**config.mk**
```make
export PLATFORM = sky130hd
export DESIGN_NAME = dcs_scheduler
export DESIGN_NICKNAME = d
export VERILOG_FILES = /design/src/verilog/dcs_pkg.sv /design/src/verilog/dcs_fifo.sv /design/src/verilog/dcs_scheduler.sv
export SDC_FILE = /design/constraint.sdc
export NUM_CORES = 1
export LEC_CHECK = 0
export BUFFER_PORTS_ARGS = -buffer_cell sky130_fd_sc_hd__buf_4
export CORE_MARGIN = 8
export CORE_UTILIZATION = 40
export CTS_CLUSTER_SIZE = 16
export DETAILED_ROUTE_END_ITERATION = 8
export PLACE_DENSITY = 0.57
export SLEW_MARGIN = 20
export SYNTH_ARGS = -nofsm -noshare
export SYNTH_HDL_FRONTEND = slang
export SYNTH_SLANG_ARGS = --single-unit
```
**constraint.sdc**
```tcl
create_clock -name ref_clk -period 6.5 [get_ports ref_clk]
set_input_delay 0.325 -clock ref_clk [delete_from_list [all_inputs] [get_ports ref_clk]]
set_output_delay 0.325 -clock ref_clk [all_outputs]
set_load 0.1 [all_outputs]
```
**src/verilog/dcs_pkg.sv**
```systemverilog
// dcs_pkg: constants, types and register map of the drum converter scheduler
// assumes a 100 MHz ref_clk and a drum clock track sampled as a pin
package dcs_pkg;
    // timing
    localparam int REF_PERIOD_NS    = 10;
    localparam int CLK_A_PERIOD_NS  = 6500;
    localparam int CLK_A_CYCLES     = CLK_A_PERIOD_NS / REF_PERIOD_NS;
    localparam int CLK_FAULT_CYCLES = 2 * CLK_A_CYCLES;
    localparam int TRACK_FREQ_HZ    = 153600;
    localparam int DRUM_RPM         = 3600;
    localparam int SECTORS          = 128;
    localparam int BITS_PER_REV     = TRACK_FREQ_HZ * 60 / DRUM_RPM;
    localparam int DIGITS_PER_WORD  = BITS_PER_REV / SECTORS;
    localparam logic [4:0] LAST_DIGIT = 5'(DIGITS_PER_WORD - 1);
    localparam logic [6:0] MAX_CONV_PER_REV = 7'h40;
    localparam logic [2:0] OUT_TRACK = 3'h7;
    localparam int WORD_W           = 20;
    localparam int FIFO_DEPTH       = 16;
    // register offsets
    localparam logic [7:0] REG_CTRL   = 8'h00;
    localparam logic [7:0] REG_REVLEN = 8'h04;
    localparam logic [7:0] REG_EVMASK = 8'h08;
    localparam logic [7:0] REG_STATUS = 8'h0C;
    localparam logic [7:0] REG_COUNT  = 8'h10;
    localparam logic [7:0] REG_REFUSE = 8'h14;
    // control fields
    localparam int CTRL_EN      = 0;
    localparam int CTRL_OUT_EN  = 1;
    localparam int CTRL_EVERY   = 2;
    localparam int CTRL_STEER_A = 4;
    localparam int CTRL_STEER_B = 5;
    localparam int CTRL_STEER_C = 6;
    localparam logic [6:0]  CTRL_RST   = 7'h03;
    localparam logic [3:0]  REVLEN_RST = 4'hF;
    localparam logic [31:0] EVMASK_RST = 32'h0000_0000;
    // status and count fields
    localparam int ST_SECTOR = 0;
    localparam int ST_DIGIT  = 8;
    localparam int ST_OPT    = 16;
    localparam int ST_STATE  = 20;
    localparam int ST_FAULT  = 24;
    localparam int ST_FINAL  = 25;
    localparam int CN_CONV   = 0;
    localparam int CN_REV    = 8;
    localparam int CN_STEP   = 16;

    typedef enum logic [1:0] {
        DCS_OPT_G4  = 2'b00,
        DCS_OPT_G8  = 2'b01,
        DCS_OPT_G16 = 2'b10,
        DCS_OPT_G32 = 2'b11
    } dcs_opt_t;

    typedef enum logic [2:0] {
        CV_IDLE      = 3'b000,
        CV_IN_CONV   = 3'b001,
        CV_IN_WRITE  = 3'b010,
        CV_OUT_FETCH = 3'b011,
        CV_OUT_CONV  = 3'b100
    } dcs_cv_state_t;

    typedef struct packed {
        logic [2:0]        track;
        logic [6:0]        sector;
        logic [WORD_W-1:0] data;
    } dcs_wr_t;

    typedef struct packed {
        logic       in_conv;
        logic       in_write;
        logic       out_fetch;
        logic       out_conv;
        logic       reg_clear;
        logic [4:0] gate;
        logic [2:0] track;
        logic [6:0] sector;
    } dcs_cv_ctl_t;
endpackage

```
**src/verilog/dcs_fifo.sv**
```systemverilog
// dcs_fifo: result buffer with registered output stage
// assumes one clock; in_ready is registered, out_ready is used unregistered
`timescale 1ns/1ns
`default_nettype none
module dcs_fifo #(
    parameter int W     = 30,
    parameter int DEPTH = 16
) (
    input  wire logic         ref_clk,
    input  wire logic         rstn,
    input  wire logic         in_valid,
    output var  logic         in_ready,
    input  wire logic [W-1:0] in_data,
    output var  logic         out_valid,
    input  wire logic         out_ready,
    output var  logic [W-1:0] out_data
);
    localparam int AW = $clog2(DEPTH);
    logic [W-1:0] mem [DEPTH];
    logic [AW-1:0] wptr;
    logic [AW-1:0] rptr;
    logic [AW:0]   cnt;

    wire         push     = in_valid & in_ready;
    wire         load     = ~out_valid | out_ready;
    wire         pop      = load & (cnt != '0);
    wire [AW:0]  next_cnt = cnt + (AW+1)'(push) - (AW+1)'(pop);

    always_ff @(posedge ref_clk) begin
        if (push) begin
            mem[wptr] <= in_data;
        end
    end

    always_ff @(posedge ref_clk or negedge rstn) begin
        if (!rstn) begin
            wptr      <= '0;
            rptr      <= '0;
            cnt       <= '0;
            in_ready  <= 1'b0;
            out_valid <= 1'b0;
            out_data  <= '0;
        end else begin
            cnt      <= next_cnt;
            in_ready <= next_cnt < (AW+1)'(DEPTH);
            if (push) begin
                wptr <= wptr + 1'b1;
            end
            if (pop) begin
                rptr     <= rptr + 1'b1;
                out_data <= mem[rptr];
            end
            if (load) begin
                out_valid <= pop;
            end
        end
    end
endmodule // dcs_fifo
`default_nettype wire

```
**src/verilog/dcs_scheduler.sv**
```systemverilog
// dcs_scheduler: word-time scheduling of the shared analog converter
// assumes clock track and origin mark arrive as asynchronous pins,
// the option strap is static, and an APB master on ref_clk
//
// Added by the designer: the register addresses and the APB register port.
`timescale 1ns/1ns
`default_nettype none
module dcs_scheduler
    import dcs_pkg::*;
#(
    parameter int FDEPTH = FIFO_DEPTH
) (
    input  wire logic              ref_clk,
    input  wire logic              rstn,
    input  wire logic              psel,
    input  wire logic              penable,
    input  wire logic              pwrite,
    input  wire logic [7:0]        paddr,
    input  wire logic [31:0]       pwdata,
    output var  logic [31:0]       prdata,
    output var  logic              pready,
    output var  logic              pslverr,
    input  wire logic              clock_track_reader,
    input  wire logic              drum_origin,
    input  wire logic [1:0]        gate_option,
    input  wire logic              steer_a_ext,
    input  wire logic              steer_b_ext,
    input  wire logic              steer_c_ext,
    input  wire logic              res_valid,
    output var  logic              res_ready,
    input  wire logic [WORD_W-1:0] res_data,
    output var  logic              wr_valid,
    input  wire logic              wr_ready,
    output var  dcs_wr_t           wr_word,
    output var  dcs_cv_ctl_t       cv_ctl,
    output var  logic              clk_phase_a,
    output var  logic              clk_phase_b,
    output var  logic              sector_parity_bit
);
    // pin synchronisers: a change counts once stages 2 and 3 agree
    logic [6:0]    sync1;
    logic [6:0]    sync2;
    logic [6:0]    sync3;
    logic [6:0]    pin_lvl;
    logic          trk_d;
    logic          orig_d;
    logic [1:0]    start_cnt;
    logic          opt_taken;
    dcs_opt_t      opt;
    logic [10:0]   a_gap;
    logic          clock_fault;
    logic          origin_pend;
    logic [4:0]    digit;
    logic [6:0]    sector;
    logic [3:0]    rev_cnt;
    logic [4:0]    step_idx;
    logic [6:0]    conv_cnt;
    dcs_cv_state_t state;
    dcs_cv_state_t next_state;
    logic          ovl;
    logic          clr_pend;
    logic [2:0]    tag_track;
    logic [6:0]    tag_sector;
    logic [6:0]    ctrl;
    logic [3:0]    revlen;
    logic [31:0]   evmask;
    logic [31:0]   refuse_cnt;
    logic [31:0]   rd_data;
    logic          rd_hit;

    wire [6:0] pin_vec  = {gate_option, steer_c_ext, steer_b_ext,
                           steer_a_ext, drum_origin, clock_track_reader};
    wire [6:0] next_lvl = (sync2 & sync3) | (pin_lvl & (sync2 ^ sync3));

    always_ff @(posedge ref_clk or negedge rstn) begin
        if (!rstn) begin
            sync1   <= '0;
            sync2   <= '0;
            sync3   <= '0;
            pin_lvl <= '0;
            trk_d   <= 1'b0;
            orig_d  <= 1'b0;
        end else begin
            sync1   <= pin_vec;
            sync2   <= sync1;
            sync3   <= sync2;
            pin_lvl <= next_lvl;
            trk_d   <= opt_taken ? pin_lvl[0] : next_lvl[0];
            orig_d  <= opt_taken ? pin_lvl[1] : next_lvl[1];
        end
    end

    // clock phases from the two edges of the clock track
    wire phase_a_ev = pin_lvl[0] & ~trk_d;
    wire phase_b_ev = ~pin_lvl[0] & trk_d;
    wire orig_rise  = pin_lvl[1] & ~orig_d;

    // strap caught once after the synchroniser has settled
    always_ff @(posedge ref_clk or negedge rstn) begin
        if (!rstn) begin
            start_cnt <= 2'h0;
            opt_taken <= 1'b0;
            opt       <= DCS_OPT_G4;
        end else if (!opt_taken) begin
            start_cnt <= start_cnt + 2'h1;
            if (start_cnt == 2'h3) begin
                opt_taken <= 1'b1;
                opt       <= dcs_opt_t'(next_lvl[6:5]);
            end
        end
    end

    // phase A spacing watch: fault when the track stalls
    always_ff @(posedge ref_clk or negedge rstn) begin
        if (!rstn) begin
            a_gap       <= '0;
            clock_fault <= 1'b0;
        end else if (phase_a_ev) begin
            a_gap       <= '0;
            clock_fault <= 1'b0;
        end else if (a_gap != 11'(CLK_FAULT_CYCLES)) begin
            a_gap <= a_gap + 11'h1;
        end else begin
            clock_fault <= 1'b1;
        end
    end

    // software and pin steering, OR-ed
    wire ctrl_en  = ctrl[CTRL_EN];
    wire every_en = ctrl[CTRL_EVERY];
    wire steer_a  = ctrl[CTRL_STEER_A] | pin_lvl[2];
    wire steer_b  = ctrl[CTRL_STEER_B] | pin_lvl[3];
    wire steer_c  = ctrl[CTRL_STEER_C] | pin_lvl[4];

    wire       word_end  = phase_a_ev & ~origin_pend & (digit == LAST_DIGIT);
    wire [6:0] ns        = sector + 7'h1;
    wire [6:0] ns2       = sector + 7'h2;
    wire       rev_end   = word_end & (ns == 7'h00);
    wire       final_rev = (rev_cnt == revlen) | steer_c;
    wire       under_lim = conv_cnt < MAX_CONV_PER_REV;
    wire       out_ok    = ctrl_en & ctrl[CTRL_OUT_EN] & ~steer_b & under_lim;

    // slot spacing 32/16/8/4 sectors for 4/8/16/32 gates
    function automatic logic slot_hit(input logic [6:0] sec);
        logic [6:0] m;
        m = (7'h20 >> opt) - 7'h01;
        return (sec & m) == ({2'b00, step_idx} & m);
    endfunction

    function automatic logic [4:0] gate_of(input logic [6:0] sec);
        logic [2:0] sh;
        sh = 3'h5 - {1'b0, opt};
        return 5'(sec >> sh);
    endfunction

    function automatic logic in_ok(input logic [6:0] sec);
        return ctrl_en && !steer_a && under_lim && slot_hit(sec)
            && (final_rev || (every_en && evmask[gate_of(sec)]));
    endfunction

    wire [2:0] sh_n   = 3'h5 - {1'b0, opt};
    wire [2:0] trk_n  = 3'(step_idx >> sh_n) & 3'((4'h1 << opt) - 4'h1);
    wire       in_now = in_ok(ns);

    always_comb begin
        next_state = CV_IDLE;
        if (state == CV_IN_CONV) begin
            next_state = CV_IN_WRITE;
        end else if (in_now) begin
            next_state = CV_IN_CONV;
        end else if (!ns[0] && out_ok) begin
            next_state = CV_OUT_FETCH;
        end else if (ns[0] && (state == CV_OUT_FETCH || ovl)) begin
            next_state = CV_OUT_CONV;
        end
    end

    wire next_ovl  = (next_state == CV_IN_WRITE) & ~ns[0] & out_ok;
    wire start_one = (next_state == CV_IN_CONV) | (next_state == CV_OUT_FETCH) | next_ovl;
    wire clr_now   = phase_a_ev & ~origin_pend & (digit == LAST_DIGIT)
                   & (state == CV_OUT_FETCH) & clr_pend & (next_state == CV_IN_CONV);

    // drum position
    always_ff @(posedge ref_clk or negedge rstn) begin
        if (!rstn) begin
            origin_pend <= 1'b0;
            digit       <= '0;
            sector      <= '0;
        end else begin
            if (orig_rise) begin
                origin_pend <= 1'b1;
            end else if (phase_a_ev) begin
                origin_pend <= 1'b0;
            end
            if (phase_a_ev) begin
                if (origin_pend) begin
                    digit  <= '0;
                    sector <= '0;
                end else if (digit == LAST_DIGIT) begin
                    digit  <= '0;
                    sector <= ns;
                end else begin
                    digit <= digit + 5'h01;
                end
            end
        end
    end

    // revolution, final-revolution step and conversion budget
    always_ff @(posedge ref_clk or negedge rstn) begin
        if (!rstn) begin
            rev_cnt  <= '0;
            step_idx <= '0;
            conv_cnt <= '0;
        end else if (word_end) begin
            if (rev_end) begin
                conv_cnt <= 7'(start_one);
                if (final_rev) begin
                    rev_cnt  <= '0;
                    step_idx <= step_idx + 5'h01;
                end else begin
                    rev_cnt <= rev_cnt + 4'h1;
                end
            end else if (start_one) begin
                conv_cnt <= conv_cnt + 7'h01;
            end
        end
    end

    // converter sequencing
    always_ff @(posedge ref_clk or negedge rstn) begin
        if (!rstn) begin
            state      <= CV_IDLE;
            ovl        <= 1'b0;
            clr_pend   <= 1'b0;
            tag_track  <= '0;
            tag_sector <= '0;
            cv_ctl     <= '0;
        end else begin
            cv_ctl.reg_clear <= clr_now;
            if (word_end) begin
                state              <= next_state;
                ovl                <= next_ovl;
                clr_pend           <= (next_state == CV_OUT_FETCH) & in_ok(ns2);
                cv_ctl.in_conv     <= next_state == CV_IN_CONV;
                cv_ctl.in_write    <= next_state == CV_IN_WRITE;
                cv_ctl.out_fetch   <= (next_state == CV_OUT_FETCH) | next_ovl;
                cv_ctl.out_conv    <= next_state == CV_OUT_CONV;
                cv_ctl.sector      <= ns;
                if (next_state == CV_IN_CONV) begin
                    tag_track    <= trk_n;
                    tag_sector   <= ns;
                    cv_ctl.gate  <= gate_of(ns);
                    cv_ctl.track <= trk_n;
                end
            end
        end
    end

    // input results buffered on their way to the drum
    wire     fifo_ready;
    dcs_wr_t fifo_in;
    assign fifo_in = '{track: tag_track, sector: tag_sector, data: res_data};
    assign res_ready = fifo_ready;

    dcs_fifo #(
        .W     ($bits(dcs_wr_t)),
        .DEPTH (FDEPTH)
    ) u_fifo (
        .ref_clk   (ref_clk),
        .rstn      (rstn),
        .in_valid  (res_valid),
        .in_ready  (fifo_ready),
        .in_data   (fifo_in),
        .out_valid (wr_valid),
        .out_ready (wr_ready),
        .out_data  (wr_word)
    );

    always_ff @(posedge ref_clk or negedge rstn) begin
        if (!rstn) begin
            clk_phase_a       <= 1'b0;
            clk_phase_b       <= 1'b0;
            sector_parity_bit <= 1'b0;
        end else begin
            clk_phase_a       <= phase_a_ev;
            clk_phase_b       <= phase_b_ev;
            sector_parity_bit <= sector[0];
        end
    end

    // APB slave: one wait state, registered answer
    wire acc     = psel & penable;
    wire wr_fire = acc & pready & pwrite;
    wire refused = res_valid & ~fifo_ready;

    always_comb begin
        rd_hit  = 1'b1;
        rd_data = 32'h0000_0000;
        if (paddr == REG_CTRL) begin
            rd_data = 32'(ctrl);
        end else if (paddr == REG_REVLEN) begin
            rd_data = 32'(revlen);
        end else if (paddr == REG_EVMASK) begin
            rd_data = evmask;
        end else if (paddr == REG_STATUS) begin
            rd_data = (32'(sector) << ST_SECTOR) | (32'(digit) << ST_DIGIT)
                    | (32'(opt) << ST_OPT) | (32'(state) << ST_STATE)
                    | (32'(clock_fault) << ST_FAULT) | (32'(final_rev) << ST_FINAL);
        end else if (paddr == REG_COUNT) begin
            rd_data = (32'(conv_cnt) << CN_CONV) | (32'(rev_cnt) << CN_REV)
                    | (32'(step_idx) << CN_STEP);
        end else if (paddr == REG_REFUSE) begin
            rd_data = refuse_cnt;
        end else begin
            rd_hit = 1'b0;
        end
    end

    always_ff @(posedge ref_clk or negedge rstn) begin
        if (!rstn) begin
            pready  <= 1'b0;
            prdata  <= '0;
            pslverr <= 1'b0;
        end else begin
            pready  <= acc & ~pready;
            pslverr <= acc & ~pready & ~rd_hit;
            if (acc && !pready) begin
                prdata <= pwrite ? 32'h0000_0000 : rd_data;
            end
        end
    end

    always_ff @(posedge ref_clk or negedge rstn) begin
        if (!rstn) begin
            ctrl   <= CTRL_RST;
            revlen <= REVLEN_RST;
            evmask <= EVMASK_RST;
        end else if (wr_fire && rd_hit) begin
            if (paddr == REG_CTRL) begin
                ctrl <= pwdata[6:0];
            end else if (paddr == REG_REVLEN) begin
                revlen <= pwdata[3:0];
            end else if (paddr == REG_EVMASK) begin
                evmask <= pwdata;
            end
        end
    end

    // refused-result cycles; a new count beats a clearing write
    always_ff @(posedge ref_clk or negedge rstn) begin
        if (!rstn) begin
            refuse_cnt <= '0;
        end else if (refused) begin
            refuse_cnt <= (wr_fire && paddr == REG_REFUSE) ? 32'h0000_0001
                                                           : refuse_cnt + 32'h0000_0001;
        end else if (wr_fire && paddr == REG_REFUSE) begin
            refuse_cnt <= '0;
        end
    end
endmodule // dcs_scheduler
`default_nettype wire
```
==> impl_metrics.json <==
{
  "mappedNetlistNets": 2017,
  "synth_compound_gate_area_share_pct": 5.49,
  "clock_pin_slew_of_the_registers_on_the_worst_case_setup_and_hold_paths_ns": 0.06,
  "n_antenna_cell": 0,
  "avgSynthCellArea_um2": 16.2,
  "num-nets-final": 2264,
  "drive_gt1_share_pct": 27.0,
  "cts_setup_buffers": 0,
  "die-width_um": 294,
  "port_buffers": 162,
  "ys_top_cells_by_area": "sky130_fd_sc_hd__edfxtp_1, sky130_fd_sc_hd__dfrtp_1, sky130_fd_sc_hd__mux4_2",
  "ys.flop_type": "sky130_fd_sc_hd__edfxtp_1",
  "ir_worst_vdd_mv": 0.195,
  "endpoint_kind": "register",
  "design.die.area_um2": 86600,
  "synth_area_um2": 31000,
  "timing.critical_path.slowest_stage_cell": "sky130_fd_sc_hd__nor2_2",
  "synthMostInstantiatedCell": "sky130_fd_sc_hd__edfxtp_1",
  "tritoncts_clock_tree": "done",
  "final_max_slew_viol_count": 0,
  "initial_core_utilization_pct": 40.2,
  "gp_routability_congestion": 0.869,
  "basic_gate_share_of_the_synthesized_area_counting_and_or_nand_and_nor_cells_pct": 5.86,
  "post_synth_xor_area_fraction_pct": 2.12,
  "timing.slew.headroom_pct": 24.8,
  "finish.cell_count_without_fillers": 3261,
  "worst-r2r-setup-slack_ns": 1.76,
  "clk_buf_depth": 3,
  "setup_viol_count_final": 0,
  "dieHeight_um": 294,
  "timing.critical_path.required_ns": 7.00,
  "design.portCount": 163,
  "wl_per_cell_um": 24.3,
  "synth_top_cell_area_share_pct": 46.5,
  "synth_seq_area_share_pct": 68.0,
  "clock_tree.htree_level_count": 3,
  "synthToLayoutAreaGrowth_pct": 18.6,
  "global_route_wire_length_before_repair_mm": 119,
  "vias": 17800,
  "crit_type": "register to register",
  "post_synth_edffs": 480,
  "tightest_slew_ns": 1.12,
  "critical-path-max-stage-delay_ns": 0.87,
  "power.static_leakage_nw": 13.8,
  "synth-adder-area-share_pct": 1.36,
  "path_max_fanout": 16,
  "vias_per_cell": 5.45,
  "drt_first_pass_iters": 5,
  "antenna_left": 0,
  "fin_crit_ns": 4.74,
  "vias_in_the_first_global_route": 18600,
  "clkLatencyLatePin_ns": 0.64,
  "synth_cell_types": 83,
  "tritoncts.num_buffers": 79,
  "post-dp-hpwl_mm": 48.0,
  "highest_clock_rate_mhz": 211,
  "clockRootBuffer": "sky130_fd_sc_hd__clkbuf_16",
  "synth_async_sr_flop_share_pct": 35.6,
  "layout_setup_ws_ns": 1.76,
  "wl_mm": 79.1,
  "grt_setup_unrepaired": "false",
  "post_cts_hold_buffer_count": 62,
  "rows": 102,
  "final.period_utilization_pct": 73.0,
  "worst_hold_path_type": "input pin to register",
  "drc": 0,
  "grt.overflow.total": 0,
  "yosys-mux-area-fraction_pct": 15.6,
  "std_cell_core_area_um2": 77100,
  "initialDrtViolationCount": 1308,
  "setup-tns-final_ns": 0,
  "synthesis.instances": 1910,
  "yosys_warnings": 0,
  "power.density_cell_area_nw_per_um2": 372,
  "max_cap_viol_count": 0,
  "grtUsageTotal_pct": 18.2,
  "post_cts.resized_instances": 0,
  "tritoncts_num_sinks": 745,
  "synth_top_family_by_area": "multiplexers",
  "crit_path_cell_trace": "ha_1 -> nand3_2 -> xor2_1 -> o22ai_1 -> a21oi_1 -> inv_1 -> a311oi_1 -> o311a_1 -> a221oi_4 -> nor2_2 -> mux2_2",
  "outcome": "finished, final reports clean",
  "maximum_number_of_pins_on_one_net_before_global_route_repair": 159,
  "synth_top_cell_by_area": "sky130_fd_sc_hd__edfxtp_1",
  "synth_seq_cells": 745,
  "dp.cells": 3054,
  "antenna_found_initial": 0,
  "startpoint_type": "register",
  "clock_skew_ns": 0.0304,
  "finalHoldViolCount": 0,
  "timing.critical_path.arrival_ns": 5.24,
  "detailedPlace.worstSlack_ns": 1.87,
  "synthTopCellsByCount": "sky130_fd_sc_hd__edfxtp_1, sky130_fd_sc_hd__dfrtp_1, sky130_fd_sc_hd__mux4_2"
}
## cell usage in the layout, fill, tap and decap left out, types with 42 or more instances in the layout
cell                            netlist  layout
sky130_fd_sc_hd__mux4_2             141     141
sky130_fd_sc_hd__mux2i_1             46      46
sky130_fd_sc_hd__edfxtp_1           480     480
sky130_fd_sc_hd__dfrtp_1            259     256
sky130_fd_sc_hd__buf_4                5     193
sky130_fd_sc_hd__mux2_2              95      95
sky130_fd_sc_hd__a21oi_1             57      56
sky130_fd_sc_hd__dlygate4sd3_1        0      62
sky130_fd_sc_hd__o21ai_0             80      80
sky130_fd_sc_hd__clkbuf_16            0      80
sky130_fd_sc_hd__nand2_1            129     129
sky130_fd_sc_hd__nor2_1              94      81
sky130_fd_sc_hd__xor2_1              42      42
## stage by stage
stage	power, mW	utilization, %	cell area [µm²]	hold WS [ns]
global placement	9.36	43.5	33500	0.276
global route	14.3	47.7	36700	0.0550
finish	13.7	47.7	36700	0.0565
CTS	13.9	47.7	36700	0.0233
detailed placement	9.40	43.5	33500	0.273
floorplan	8.40	-	31000	0.0294
## sequential cells by signal (all words and copies together), names as in the netlist, 5 cells and up
| name | count |
|---|---|
| u_fifo.cnt | 5 |
| a_gap | 11 |
| sector | 7 |
| ctrl | 7 |
| cv_ctl | 17 |
| prdata | 32 |
| conv_cnt | 7 |
| refuse_cnt | 32 |
| digit | 5 |
| sync3 | 7 |
| u_fifo.out_data | 30 |
| evmask | 32 |
| tag_sector | 7 |
| u_fifo.mem | 480 |
| sync2 | 7 |
| sync1 | 7 |
| pin_lvl | 7 |
| step_idx | 5 |
## cell type report
cell class | count | area [µm²]
clock inverter | 34 | 377
multi-input combinational | 1038 | 9540
sequential | 745 | 21100
tap | 1040 | 1300
clock buffer | 111 | 2200
fill | 6631 | 40300
inverter | 35 | 131
timing repair buffer | 258 | 2120
## cells by family after synthesis
| family | count (synthesis) |
|---|---|
| DFF | 745 |
| and+or+nand+nor | 383 |
| muxes | 290 |
| AOI/OAI and AO/OA | 258 |
| buffers and inverters | 127 |
| xor gates and xnor gates | 74 |
| adders and majority gates | 33 |
## final timing paths
| check | to | startpoint | cells after the start |
|---|---|---|---|
| worst max-delay path | tag_track[1] | sector[0] | 11 |
| worst min-delay path | pslverr | paddr[3] | 3 |
| worst max register to register | tag_track[1] | sector[0] | 11 |
| worst min register to register | sync2[4] | sync1[4] | 0 |
| max in group asynchronous | u_fifo.wptr[0] | rstn | 3 |
| min in group asynchronous | u_fifo.out_data[12] | rstn | 2 |
## worst max-delay path: cells and delay by family, from the launching register on
kind            cells  cell delay (ns)
buf+inv             1             0.23
flops               1             0.74
simple gates        2             1.03
xor+xnor            1             0.45
compound gates      5             1.39
fa+ha+maj           1             0.36
mux                 1             0.42
## power by group
part / internal, mW / switching [mW]
clock network: 2.55 / 1.87
registers: 5.45 / 0.361
logic: 1.41 / 2.03
## layer usage
layer | vias to the layer above | global-route usage [%] | part of all wire (%)
li1 | 7870 | - | -
met1 | 9244 | 23.2 | 41
met2 | 490 | 31.1 | 50
met3 | 164 | 2.91 | 4.4
met4 | 0 | 6.89 | 3.8
met5 | - | 0 | 0
(Power assumes the default switching activity.)
